<file path="src/design/csi_pkg.sv">
// Shared constants and carrier types for the counter unit status image
package csi_pkg;
	// Word indices of the input image, relative to the image base (n+14 = index 0x0E)
	localparam logic [5:0] IDX_OUT_LO = 6'h0E;
	localparam logic [5:0] IDX_OUT_HI = 6'h0F;
	localparam logic [5:0] IDX_INPUT = 6'h10;
	localparam logic [5:0] IDX_ERR1 = 6'h11;
	localparam logic [5:0] IDX_ERR2 = 6'h12;
	localparam logic [5:0] IDX_GENERAL = 6'h13;
	localparam logic [5:0] IDX_MASK_LO = 6'h14;
	localparam logic [5:0] IDX_MASK_HI = 6'h15;
	localparam logic [5:0] IDX_CNT_LO = 6'h16;
	localparam logic [5:0] IDX_CNT_HI = 6'h17;
	localparam logic [5:0] IDX_FLAGS = 6'h18;
	localparam logic [5:0] IDX_FIRST = 6'h0E;
	localparam logic [5:0] IDX_LAST = 6'h27;
	localparam int INPUT_WORDS = 26;
	// General flag word bit positions
	localparam int GB_GLOBAL_ERR = 0;
	localparam int GB_IRQ_PEND = 1;
	localparam int GB_XFER_BUSY = 2;
	localparam int GB_XFER_DONE = 3;
	localparam int GB_IA_OVERLAP = 4;
	// Counter flag word bit positions
	localparam int FB_OVERFLOW = 0;
	localparam int FB_UNDERFLOW = 1;
	localparam int FB_GATE_OPEN = 2;
	localparam int FB_DIR_UP = 3;
	localparam int FB_EVT_PRESET = 4;
	localparam int FB_EVT_RESET = 5;
	localparam int FB_EVT_CAPTURE = 6;
	localparam int FB_EVT_INDEX = 7;
	localparam int FB_RATE0 = 10;
	localparam int FB_RATE1 = 11;
	localparam int FB_SIMPLE = 15;
	localparam int EVT_COUNT = 4;
	localparam int ERR_DEPTH = 8;
	localparam logic [15:0] WORD_ZERO = 16'h0000;
	localparam logic [31:0] DWORD_ZERO = 32'h0000_0000;

	// Live state of the first counter channel
	typedef struct packed {
		logic [31:0] window_mask;
		logic [31:0] count;
		logic overflow;
		logic underflow;
		logic gate_open;
		logic dir_up;
		logic [3:0] events;
		logic rate0;
		logic rate1;
		logic simple;
	} csi_chan_t;

	// Live unit-wide state
	typedef struct packed {
		logic [31:0] outputs;
		logic [1:0] inputs;
		logic irq_pending;
		logic init_busy;
		logic xfer_busy;
		logic xfer_done;
		logic ia_overlap;
	} csi_unit_t;

	// One error list entry
	typedef struct packed {
		logic [15:0] code1;
		logic [15:0] code2;
	} csi_err_t;
endpackage

</file>
<file path="src/design/csi_event_latch.sv">
// Per-event capture that stretches a pulse to exactly one host cycle
`timescale 1ns/1ns
`default_nettype none
module csi_event_latch #(
	parameter int N = 4
) (
	// Clock and reset
	input wire logic sys_clk_in,
	input wire logic nrst_in,
	// Event and refresh
	input wire logic [N-1:0] evt_in,
	input wire logic refresh_in,
	// Stretched flags
	output logic [N-1:0] flag_out
);
	typedef struct packed {
		logic [N-1:0] seen;
		logic [N-1:0] shown;
	} csi_evl_state_t;

	csi_evl_state_t state_ff;
	csi_evl_state_t nxt_state;

	always_comb begin
		nxt_state = state_ff;
		for (int i = 0; i < N; i++) begin
			if (refresh_in) begin
				// Events seen since last refresh show for one host cycle
				nxt_state.shown[i] = state_ff.seen[i] | evt_in[i];
				nxt_state.seen[i] = 1'b0;
			end else if (evt_in[i]) begin
				nxt_state.seen[i] = 1'b1;
			end
		end
	end

	always_ff @(posedge sys_clk_in) begin
		if (!nrst_in) begin
			state_ff <= '0;
		end else begin
			state_ff <= nxt_state;
		end
	end

	assign flag_out = state_ff.shown;
endmodule
`default_nettype wire

</file>
<file path="src/design/csi_status_image.sv">
// Status input word image of a two-channel counter unit, counter 1 group
//
// Overview of operation
// - Twenty-six input words: general group, then one group per counter.
// - Output status double word mirrors physical and soft outputs 0 to 31.
// - Input status word shows both digital input levels in bits 0-1.
// - Read-next-error rising edge advances list, shows next entry.
// - General bit 0 set while any error is recorded.
// - General bit 1 set while an interrupt waits in the queue.
// - General bit 2 high during block read/write or initialisation.
// - General bit 3 toggles each time a data transfer finishes.
// - General bit 4 set when indirect-address blocks overlap.
// - 32-bit mask, one bit per active range or comparison value.
// - Flag bit 0 set when linear counter reaches upper limit.
// - Flag bit 1 set when linear counter reaches lower limit.
// - Flag bit 2 shows gate open and counting.
// - Flag bit 3 shows count direction, 1 for up.
// - Event flags bits 4-7 stand exactly one host cycle per event.
// - Flag bits 10 and 11 show rate range 0 and 1.
// - Flag bit 15 reads 1 for simple counter configuration.
// - Simple counter: mask, rate flags and interrupt pending without function.
`timescale 1ns/1ns
`default_nettype none
module csi_status_image #(
	parameter int ERR_DEPTH = csi_pkg::ERR_DEPTH
) (
	// Clock and reset
	input wire logic sys_clk_in,
	input wire logic nrst_in,
	// Host refresh and word read port
	input wire logic refresh_in,
	input wire logic [5:0] rd_addr_in,
	input wire logic read_next_error_in,
	// Host block transfer activity
	input wire logic host_block_read_instr_in,
	input wire logic host_block_write_instr_in,
	// Unit state
	input wire csi_pkg::csi_unit_t unit_in,
	input wire csi_pkg::csi_chan_t chan_in,
	// Error list fill
	input wire logic err_push_in,
	input wire csi_pkg::csi_err_t err_code_in,
	// Read data
	output logic [15:0] rd_data_out,
	output logic [15:0] general_flags_out,
	output logic [15:0] chan_flags_out
);
	localparam int PW = (ERR_DEPTH > 1) ? $clog2(ERR_DEPTH) : 1;
	localparam int CW = PW + 1;

	typedef struct packed {
		logic [31:0] outputs;
		logic [15:0] input_word;
		csi_pkg::csi_err_t err_shown;
		logic [15:0] general;
		logic [31:0] mask;
		logic [31:0] count;
		logic [15:0] flags;
		logic [15:0] rd_data;
		logic rne_prev;
		logic xfer_prev;
		logic xfer_done_tgl;
		logic [PW-1:0] err_rd;
		logic [PW-1:0] err_wr;
		logic [CW-1:0] err_cnt;
	} csi_state_t;

	csi_state_t state_ff;
	csi_state_t nxt_state;
	csi_pkg::csi_err_t err_mem [0:ERR_DEPTH-1];
	logic [3:0] evt_flags;
	logic xfer_active;
	logic rne_rise;
	logic err_pop;
	logic err_push_ok;

	csi_event_latch #(
		.N(csi_pkg::EVT_COUNT)
	) u_evt (
		.sys_clk_in(sys_clk_in),
		.nrst_in(nrst_in),
		.evt_in(chan_in.events),
		.refresh_in(refresh_in),
		.flag_out(evt_flags)
	);

	assign xfer_active = host_block_read_instr_in | host_block_write_instr_in;
	assign rne_rise = read_next_error_in & ~state_ff.rne_prev;
	assign err_pop = rne_rise && (state_ff.err_cnt != '0);
	assign err_push_ok = err_push_in && (state_ff.err_cnt < CW'(ERR_DEPTH) || err_pop);

	// Error list storage
	always_ff @(posedge sys_clk_in) begin
		if (err_push_ok) begin
			err_mem[state_ff.err_wr] <= err_code_in;
		end
	end

	function automatic logic [PW-1:0] ptr_inc(input logic [PW-1:0] p);
		ptr_inc = (p == PW'(ERR_DEPTH - 1)) ? '0 : p + PW'(1);
	endfunction

	always_comb begin
		logic [15:0] gen;
		logic [15:0] flg;
		csi_pkg::csi_err_t head;
		gen = csi_pkg::WORD_ZERO;
		flg = csi_pkg::WORD_ZERO;
		head = '0;
		nxt_state = state_ff;
		nxt_state.rne_prev = read_next_error_in;
		nxt_state.xfer_prev = xfer_active;
		if (state_ff.xfer_prev && !xfer_active) begin
			nxt_state.xfer_done_tgl = ~state_ff.xfer_done_tgl;
		end
		// Error list pointers
		if (err_push_ok) begin
			nxt_state.err_wr = ptr_inc(state_ff.err_wr);
		end
		if (err_pop) begin
			nxt_state.err_rd = ptr_inc(state_ff.err_rd);
			head = err_mem[state_ff.err_rd];
			nxt_state.err_shown = head;
		end
		if (err_push_ok && !err_pop) begin
			nxt_state.err_cnt = state_ff.err_cnt + CW'(1);
		end else if (err_pop && !err_push_ok) begin
			nxt_state.err_cnt = state_ff.err_cnt - CW'(1);
		end
		// General flag word
		gen[csi_pkg::GB_GLOBAL_ERR] = (state_ff.err_cnt != '0);
		gen[csi_pkg::GB_IRQ_PEND] = unit_in.irq_pending & ~chan_in.simple;
		gen[csi_pkg::GB_XFER_BUSY] = xfer_active | unit_in.init_busy;
		gen[csi_pkg::GB_XFER_DONE] = state_ff.xfer_done_tgl ^ unit_in.xfer_done;
		gen[csi_pkg::GB_IA_OVERLAP] = unit_in.ia_overlap;
		// Counter flag word
		flg[csi_pkg::FB_OVERFLOW] = chan_in.overflow & ~chan_in.simple;
		flg[csi_pkg::FB_UNDERFLOW] = chan_in.underflow & ~chan_in.simple;
		flg[csi_pkg::FB_GATE_OPEN] = chan_in.gate_open;
		flg[csi_pkg::FB_DIR_UP] = chan_in.dir_up;
		flg[csi_pkg::FB_EVT_PRESET] = evt_flags[0];
		flg[csi_pkg::FB_EVT_RESET] = evt_flags[1];
		flg[csi_pkg::FB_EVT_CAPTURE] = evt_flags[2];
		flg[csi_pkg::FB_EVT_INDEX] = evt_flags[3];
		flg[csi_pkg::FB_RATE0] = chan_in.rate0 & ~chan_in.simple;
		flg[csi_pkg::FB_RATE1] = chan_in.rate1 & ~chan_in.simple;
		flg[csi_pkg::FB_SIMPLE] = chan_in.simple;
		nxt_state.general = gen;
		nxt_state.flags = flg;
		// Image words latch at the host refresh
		if (refresh_in) begin
			nxt_state.outputs = unit_in.outputs;
			nxt_state.input_word = {14'h0000, unit_in.inputs};
			nxt_state.mask = chan_in.simple ? csi_pkg::DWORD_ZERO : chan_in.window_mask;
			nxt_state.count = chan_in.count;
		end
		// Word read decode; anything outside words 0x0E to 0x18 reads zero
		unique case (rd_addr_in)
			csi_pkg::IDX_OUT_LO: nxt_state.rd_data = state_ff.outputs[15:0];
			csi_pkg::IDX_OUT_HI: nxt_state.rd_data = state_ff.outputs[31:16];
			csi_pkg::IDX_INPUT: nxt_state.rd_data = state_ff.input_word;
			csi_pkg::IDX_ERR1: nxt_state.rd_data = state_ff.err_shown.code1;
			csi_pkg::IDX_ERR2: nxt_state.rd_data = state_ff.err_shown.code2;
			csi_pkg::IDX_GENERAL: nxt_state.rd_data = state_ff.general;
			csi_pkg::IDX_MASK_LO: nxt_state.rd_data = state_ff.mask[15:0];
			csi_pkg::IDX_MASK_HI: nxt_state.rd_data = state_ff.mask[31:16];
			csi_pkg::IDX_CNT_LO: nxt_state.rd_data = state_ff.count[15:0];
			csi_pkg::IDX_CNT_HI: nxt_state.rd_data = state_ff.count[31:16];
			csi_pkg::IDX_FLAGS: nxt_state.rd_data = state_ff.flags;
			default: nxt_state.rd_data = csi_pkg::WORD_ZERO;
		endcase
	end

	always_ff @(posedge sys_clk_in) begin
		if (!nrst_in) begin
			state_ff <= '0;
		end else begin
			state_ff <= nxt_state;
		end
	end

	assign rd_data_out = state_ff.rd_data;
	assign general_flags_out = state_ff.general;
	assign chan_flags_out = state_ff.flags;
endmodule
`default_nettype wire

</file>
<file path="config.mk">
export PLATFORM = sky130hd
export DESIGN_NAME = csi_status_image
export DESIGN_NICKNAME = d
export VERILOG_FILES = /design/src/design/csi_pkg.sv /design/src/design/csi_event_latch.sv /design/src/design/csi_status_image.sv
export SDC_FILE = /design/constraint.sdc
export NUM_CORES = 1
export LEC_CHECK = 0
export ABC_AREA = 1
export BUFFER_PORTS_ARGS = -buffer_cell sky130_fd_sc_hd__buf_2
export CAP_MARGIN = 20
export CORE_ASPECT_RATIO = 1.75
export CORE_UTILIZATION = 53
export CTS_BUF_LIST = sky130_fd_sc_hd__clkbuf_2 sky130_fd_sc_hd__clkbuf_4 sky130_fd_sc_hd__clkbuf_8
export DETAILED_ROUTE_END_ITERATION = 16
export HOLD_SLACK_MARGIN = 0.1
export MAX_ROUTING_LAYER = met4
export PLACE_DENSITY = 0.73
export SLEW_MARGIN = 20
export SYNTH_ARGS = -nofsm -noshare
export SYNTH_HDL_FRONTEND = slang
export SYNTH_HIERARCHICAL = 1
export SYNTH_SLANG_ARGS = --single-unit
</file>
<file path="constraint.sdc">
create_clock -name sys_clk_in -period 3.9 [get_ports sys_clk_in]
set_clock_uncertainty 0.05 [all_clocks]
set_input_delay 0.78 -clock sys_clk_in [delete_from_list [all_inputs] [get_ports sys_clk_in]]
set_output_delay 0.78 -clock sys_clk_in [all_outputs]
set_load 0.1 [all_outputs]
</file>
==> results.md <==
| Parameter | Value | Unit |
|:---|:---|:---|
| Yosys warnings | 6 | - |
| Worst path max stage delay | 0.48 | ns |
| Switching part of the total power | 0.302 | - |
| RSZ-0062 raised after global routing | no | - |
| CTS Hold Bufs | 0 | - |
| Proportion of register bits with asynchronous set or reset after synthesis | 0 | - |
| Cell types with the highest counts after synthesis | 256 x edfxtp_1, 238 x nand2_1, 208 x o21ai_0 | - |
| Final Hold Vio Count | 0 | - |
| Top cells by area in the synthesized netlist | edfxtp_1 42%, dfxtp_1 20%, o21ai_0 5.7% | - |
| Area growth from synthesis to layout | 12.0 | % |
| Top cell type's share of synthesized area | 0.424 | - |
| Critical Path Sink Type | output pin | - |
| Initial core utilization | 0.538 | - |
| Worst hold path cell count | 3 | - |
| Wire length of the first global-routing pass | 68600 | um |
| Number of top-level pins | 207 | - |
| Worst slew margin relative to its limit | 0.368 | - |
| Number of fill cells | 2823 | - |
| Slowest cell on the critical path | buf_2 | - |
| Floorplan Core Area | 0.0337 | mm^2 |
| Clock slew seen by the registers of the worst setup and hold paths | 0.07 | ns |
| Cell Rows | 89 | - |
| WL final | 45100 | um |
| Post-Syn Instances | 1888 | - |
| Power per cell area | 550 | mW/mm^2 |
| R2R depth | 6 | - |
| Internal cell power | 0.00779 | W |
| Fmax achieved | 418 | MHz |
| Count of cell types in the netlist | 29 | - |
| Die area | 0.0350 | mm^2 |
| Total Neg Setup Slack | 0 | ns |
| R2R Path Start | state_ff[7]$_SDFFE_PN0P_ | - |
| Overall via count from detail_route | 13500 | - |
| Post-synthesis sequential element count | 439 | - |
| Maximum number of pins on one net before global-route repair | 109 | - |
| Share of power burned in combinational logic | 0.182 | - |
| Flop pwr share | 0.496 | - |
| 1st-pass router iterations | 6 | - |
| Worst setup SP type | register | - |
| Antenna violations before repair | 6 | - |
| Worst path top cell family by delay | buffers and inverters | - |
| Initial DRC count | 1068 | - |
| Average size of a mapped cell | 9.61 | um^2 |
| Peak supply drop | 0.345 | mV |
| Clock sink count | 439 | - |
| Crit path DAT | 1.56 | ns |
| Min-delay worst type | in2reg | - |
| FF-to-FF setup slack | 1.68 | ns |
| Number of max-slew violations in the final report | 0 | - |
| Die boundary height | 247 | um |
| Slew at the pin closest to its max-slew limit | 0.946 | ns |
| Via count of the first global-routing pass | 13000 | - |
| Count leader, synth | edfxtp_1 | - |
| Number of buffers created by CTS | 61 | - |
| Data required time of the worst path | 3.07 | ns |
| Routability-driven placement congestion ratio | 0.901 | - |
| Count of buffers from port buffering | 189 | - |
| Reported leakage power | 8.28 | nW |
| Number of buffers on the longest clock path | 3 | - |
| Global-route total usage across every layer | 0.267 | - |
| Number of buffer and inverter stages on the critical path | 1 | - |
| CP Cell Sequence | buf_2 | - |
| Clock share of power | 0.322 | - |
| Result of the run | completed | - |
| Biggest fanout along the worst timing path | 2 | - |
| Die width | 142 | um |
| Number of setup violations in the final report | 0 | - |
| Buffer count from post-CTS setup fixing | 0 | - |
| Leftover overflow at the end of global routing | 0 | - |
| Design Power | 0.0112 | W |
| Hold endpoint | chan_flags_out[3]$_SDFF_PN0_ | - |
| Routed vias/inst | 5.36 | - |
| CTS tree | built | - |
| Library cell occupying the most area in the post-synthesis netlist | edfxtp_1 | - |
| Netlist area before placement | 0.0181 | mm^2 |
| Number of flops mapped to enable cells by yosys | 256 | - |
| WL/cell | 17.9 | um |
| Min cycle time layout | 2.39 | ns |
| Routed Antenna Nets | 0 | - |
| Clock latency on the worst-skew pair | 0.64 | ns |
| Switching power total | 0.00338 | W |
| Root buffer selected by CTS | clkbuf_8 | - |
| Share of the yosys chip area belonging to registers | 0.626 | - |
| Most instantiated flip-flop cell in the synthesis netlist | edfxtp_1 | - |
| Worst r2r dst | state_ff[131]$_SDFFE_PN0P_ | - |
| Resize count post-CTS | 0 | - |
| Number of remaining DRC errors | 0 | - |
| Worst setup path category | reg2out | - |
| HP Start | chan_in[7] | - |
| Max-cap violation count | 0 | - |
| Share of layout cells above drive strength 1 | 0.166 | - |
| Final clock period utilization by the worst path | 0.613 | - |
| Dpl hpwl | 29200 | um |
| # H-tree levels | 2 | - |
| Number of nets at the end of the flow | 2184 | - |
==> layout make-up <==
type	instances	area, um^2	area share
Sequential cell	439	11400	0.559
Multi-Input combinational cell	1105	5210	0.256
Timing Repair Buffer	214	1190	0.0587
Clock buffer	92	1120	0.0552
Inverter	196	736	0.0362
Tap cell	455	569	0.0280
Clock inverter	18	121	0.00597
Antenna cell	6	15.0	0.000739
==> state kept, by name (all words and copies together) (netlist names) <==
name               count
err_mem              256
u_evt/state_ff         4
general_flags_out      5
chan_flags_out        11
state_ff             143
rd_data_out           16
u_evt/flag_out         4
==> cell families (layout without fill, tap and decap cells) <==
kind of cell	count (synthesis)	count (layout)	synth area share
AOI/OAI and AO/OA	472	472	0.135
xor gates and xnor gates	5	5	0.00241
adders and majority gates	8	8	0.00593
buffers and inverters	359	520	0.0915
DFF	439	439	0.626
other	1	22	0.000207
and+or+nand+nor	604	604	0.139
==> cell usage in the layout (no fill, tap or decap), types with 7 or more instances in the layout <==
master and instances:
edfxtp_1 256, inv_1 189, clkinv_1 8, o21ai_0 208, o211ai_1 32, clkbuf_8 69, buf_2 188, o21ai_1 39
a21oi_1 191, nand3_1 156, ha_1 7, buf_4 22, dfxtp_1 181, nor2_2 11, clkbuf_4 23, nor2_1 184
nand4_1 7, nand2_1 238, conb_1 16
==> routing by layer <==
metal / part of all wire / track usage / vias up
li1: - / - / 6566
met1: 0.36 / 0.274 / 6343
met2: 0.52 / 0.464 / 503
met3: 0.060 / 0.0438 / 130
met4: 0.065 / 0.182 / 0
met5: 0 / - / -
==> how the worst max path moves through the flow <==
| stage | from | endpoint | cells past startpoint |
|---|---|---|---|
| finish | general_flags_out[0]$_SDFF_PN0_ | general_flags_out[0] | 1 |
| global route | state_ff[3]$_SDFFE_PN0P_ | state_ff[3]$_SDFFE_PN0P_ | 12 |
| CTS | general_flags_out[0]$_SDFF_PN0_ | general_flags_out[0] | 1 |
| detailed placement | read_next_error_in | state_ff[3]$_SDFFE_PN0P_ | 14 |
| global placement | read_next_error_in | state_ff[3]$_SDFFE_PN0P_ | 14 |
| floorplan | read_next_error_in | err_mem[1][0]$_DFFE_PP_ | 6 |
==> per-stage QoR <==
stage	hold slack [ns]	setup slack, ns	util	area (um^2)	std cells
4_1_cts	0.241	1.50	0.601	20300	2518
3_3_place_gp	0.372	1.24	0.564	19000	2408
2_1_floorplan	0.379	0.794	-	18200	1903
6_report	0.272	1.51	0.602	20300	2525
5_1_grt	0.257	1.45	0.602	20300	2525
3_5_place_dp	0.381	1.19	0.564	19000	2408
==> power groups by stage <==
| stage | clock [W] | combinational (W) | sequential [W] |
|---|---|---|---|
| floorplan | 0 | 0.00158 | 0.00548 |
| global placement | 0 | 0.00186 | 0.00568 |
| detailed placement | 0 | 0.00193 | 0.00570 |
| CTS | 0.00365 | 0.00195 | 0.00561 |
| global route | 0.00386 | 0.00225 | 0.00558 |
| finish | 0.00360 | 0.00203 | 0.00554 |
==> worst register-to-register path: cells and delay by family (launching register included) <==
| family | cells | cell delay, ns |
|---|---|---|
| flops | 1 | 0.95 |
| compound gates | 4 | 0.64 |
| buf+inv | 1 | 0.37 |
| simple gates | 1 | 0.07 |
Note: power is estimated with default switching activity, not from simulation.
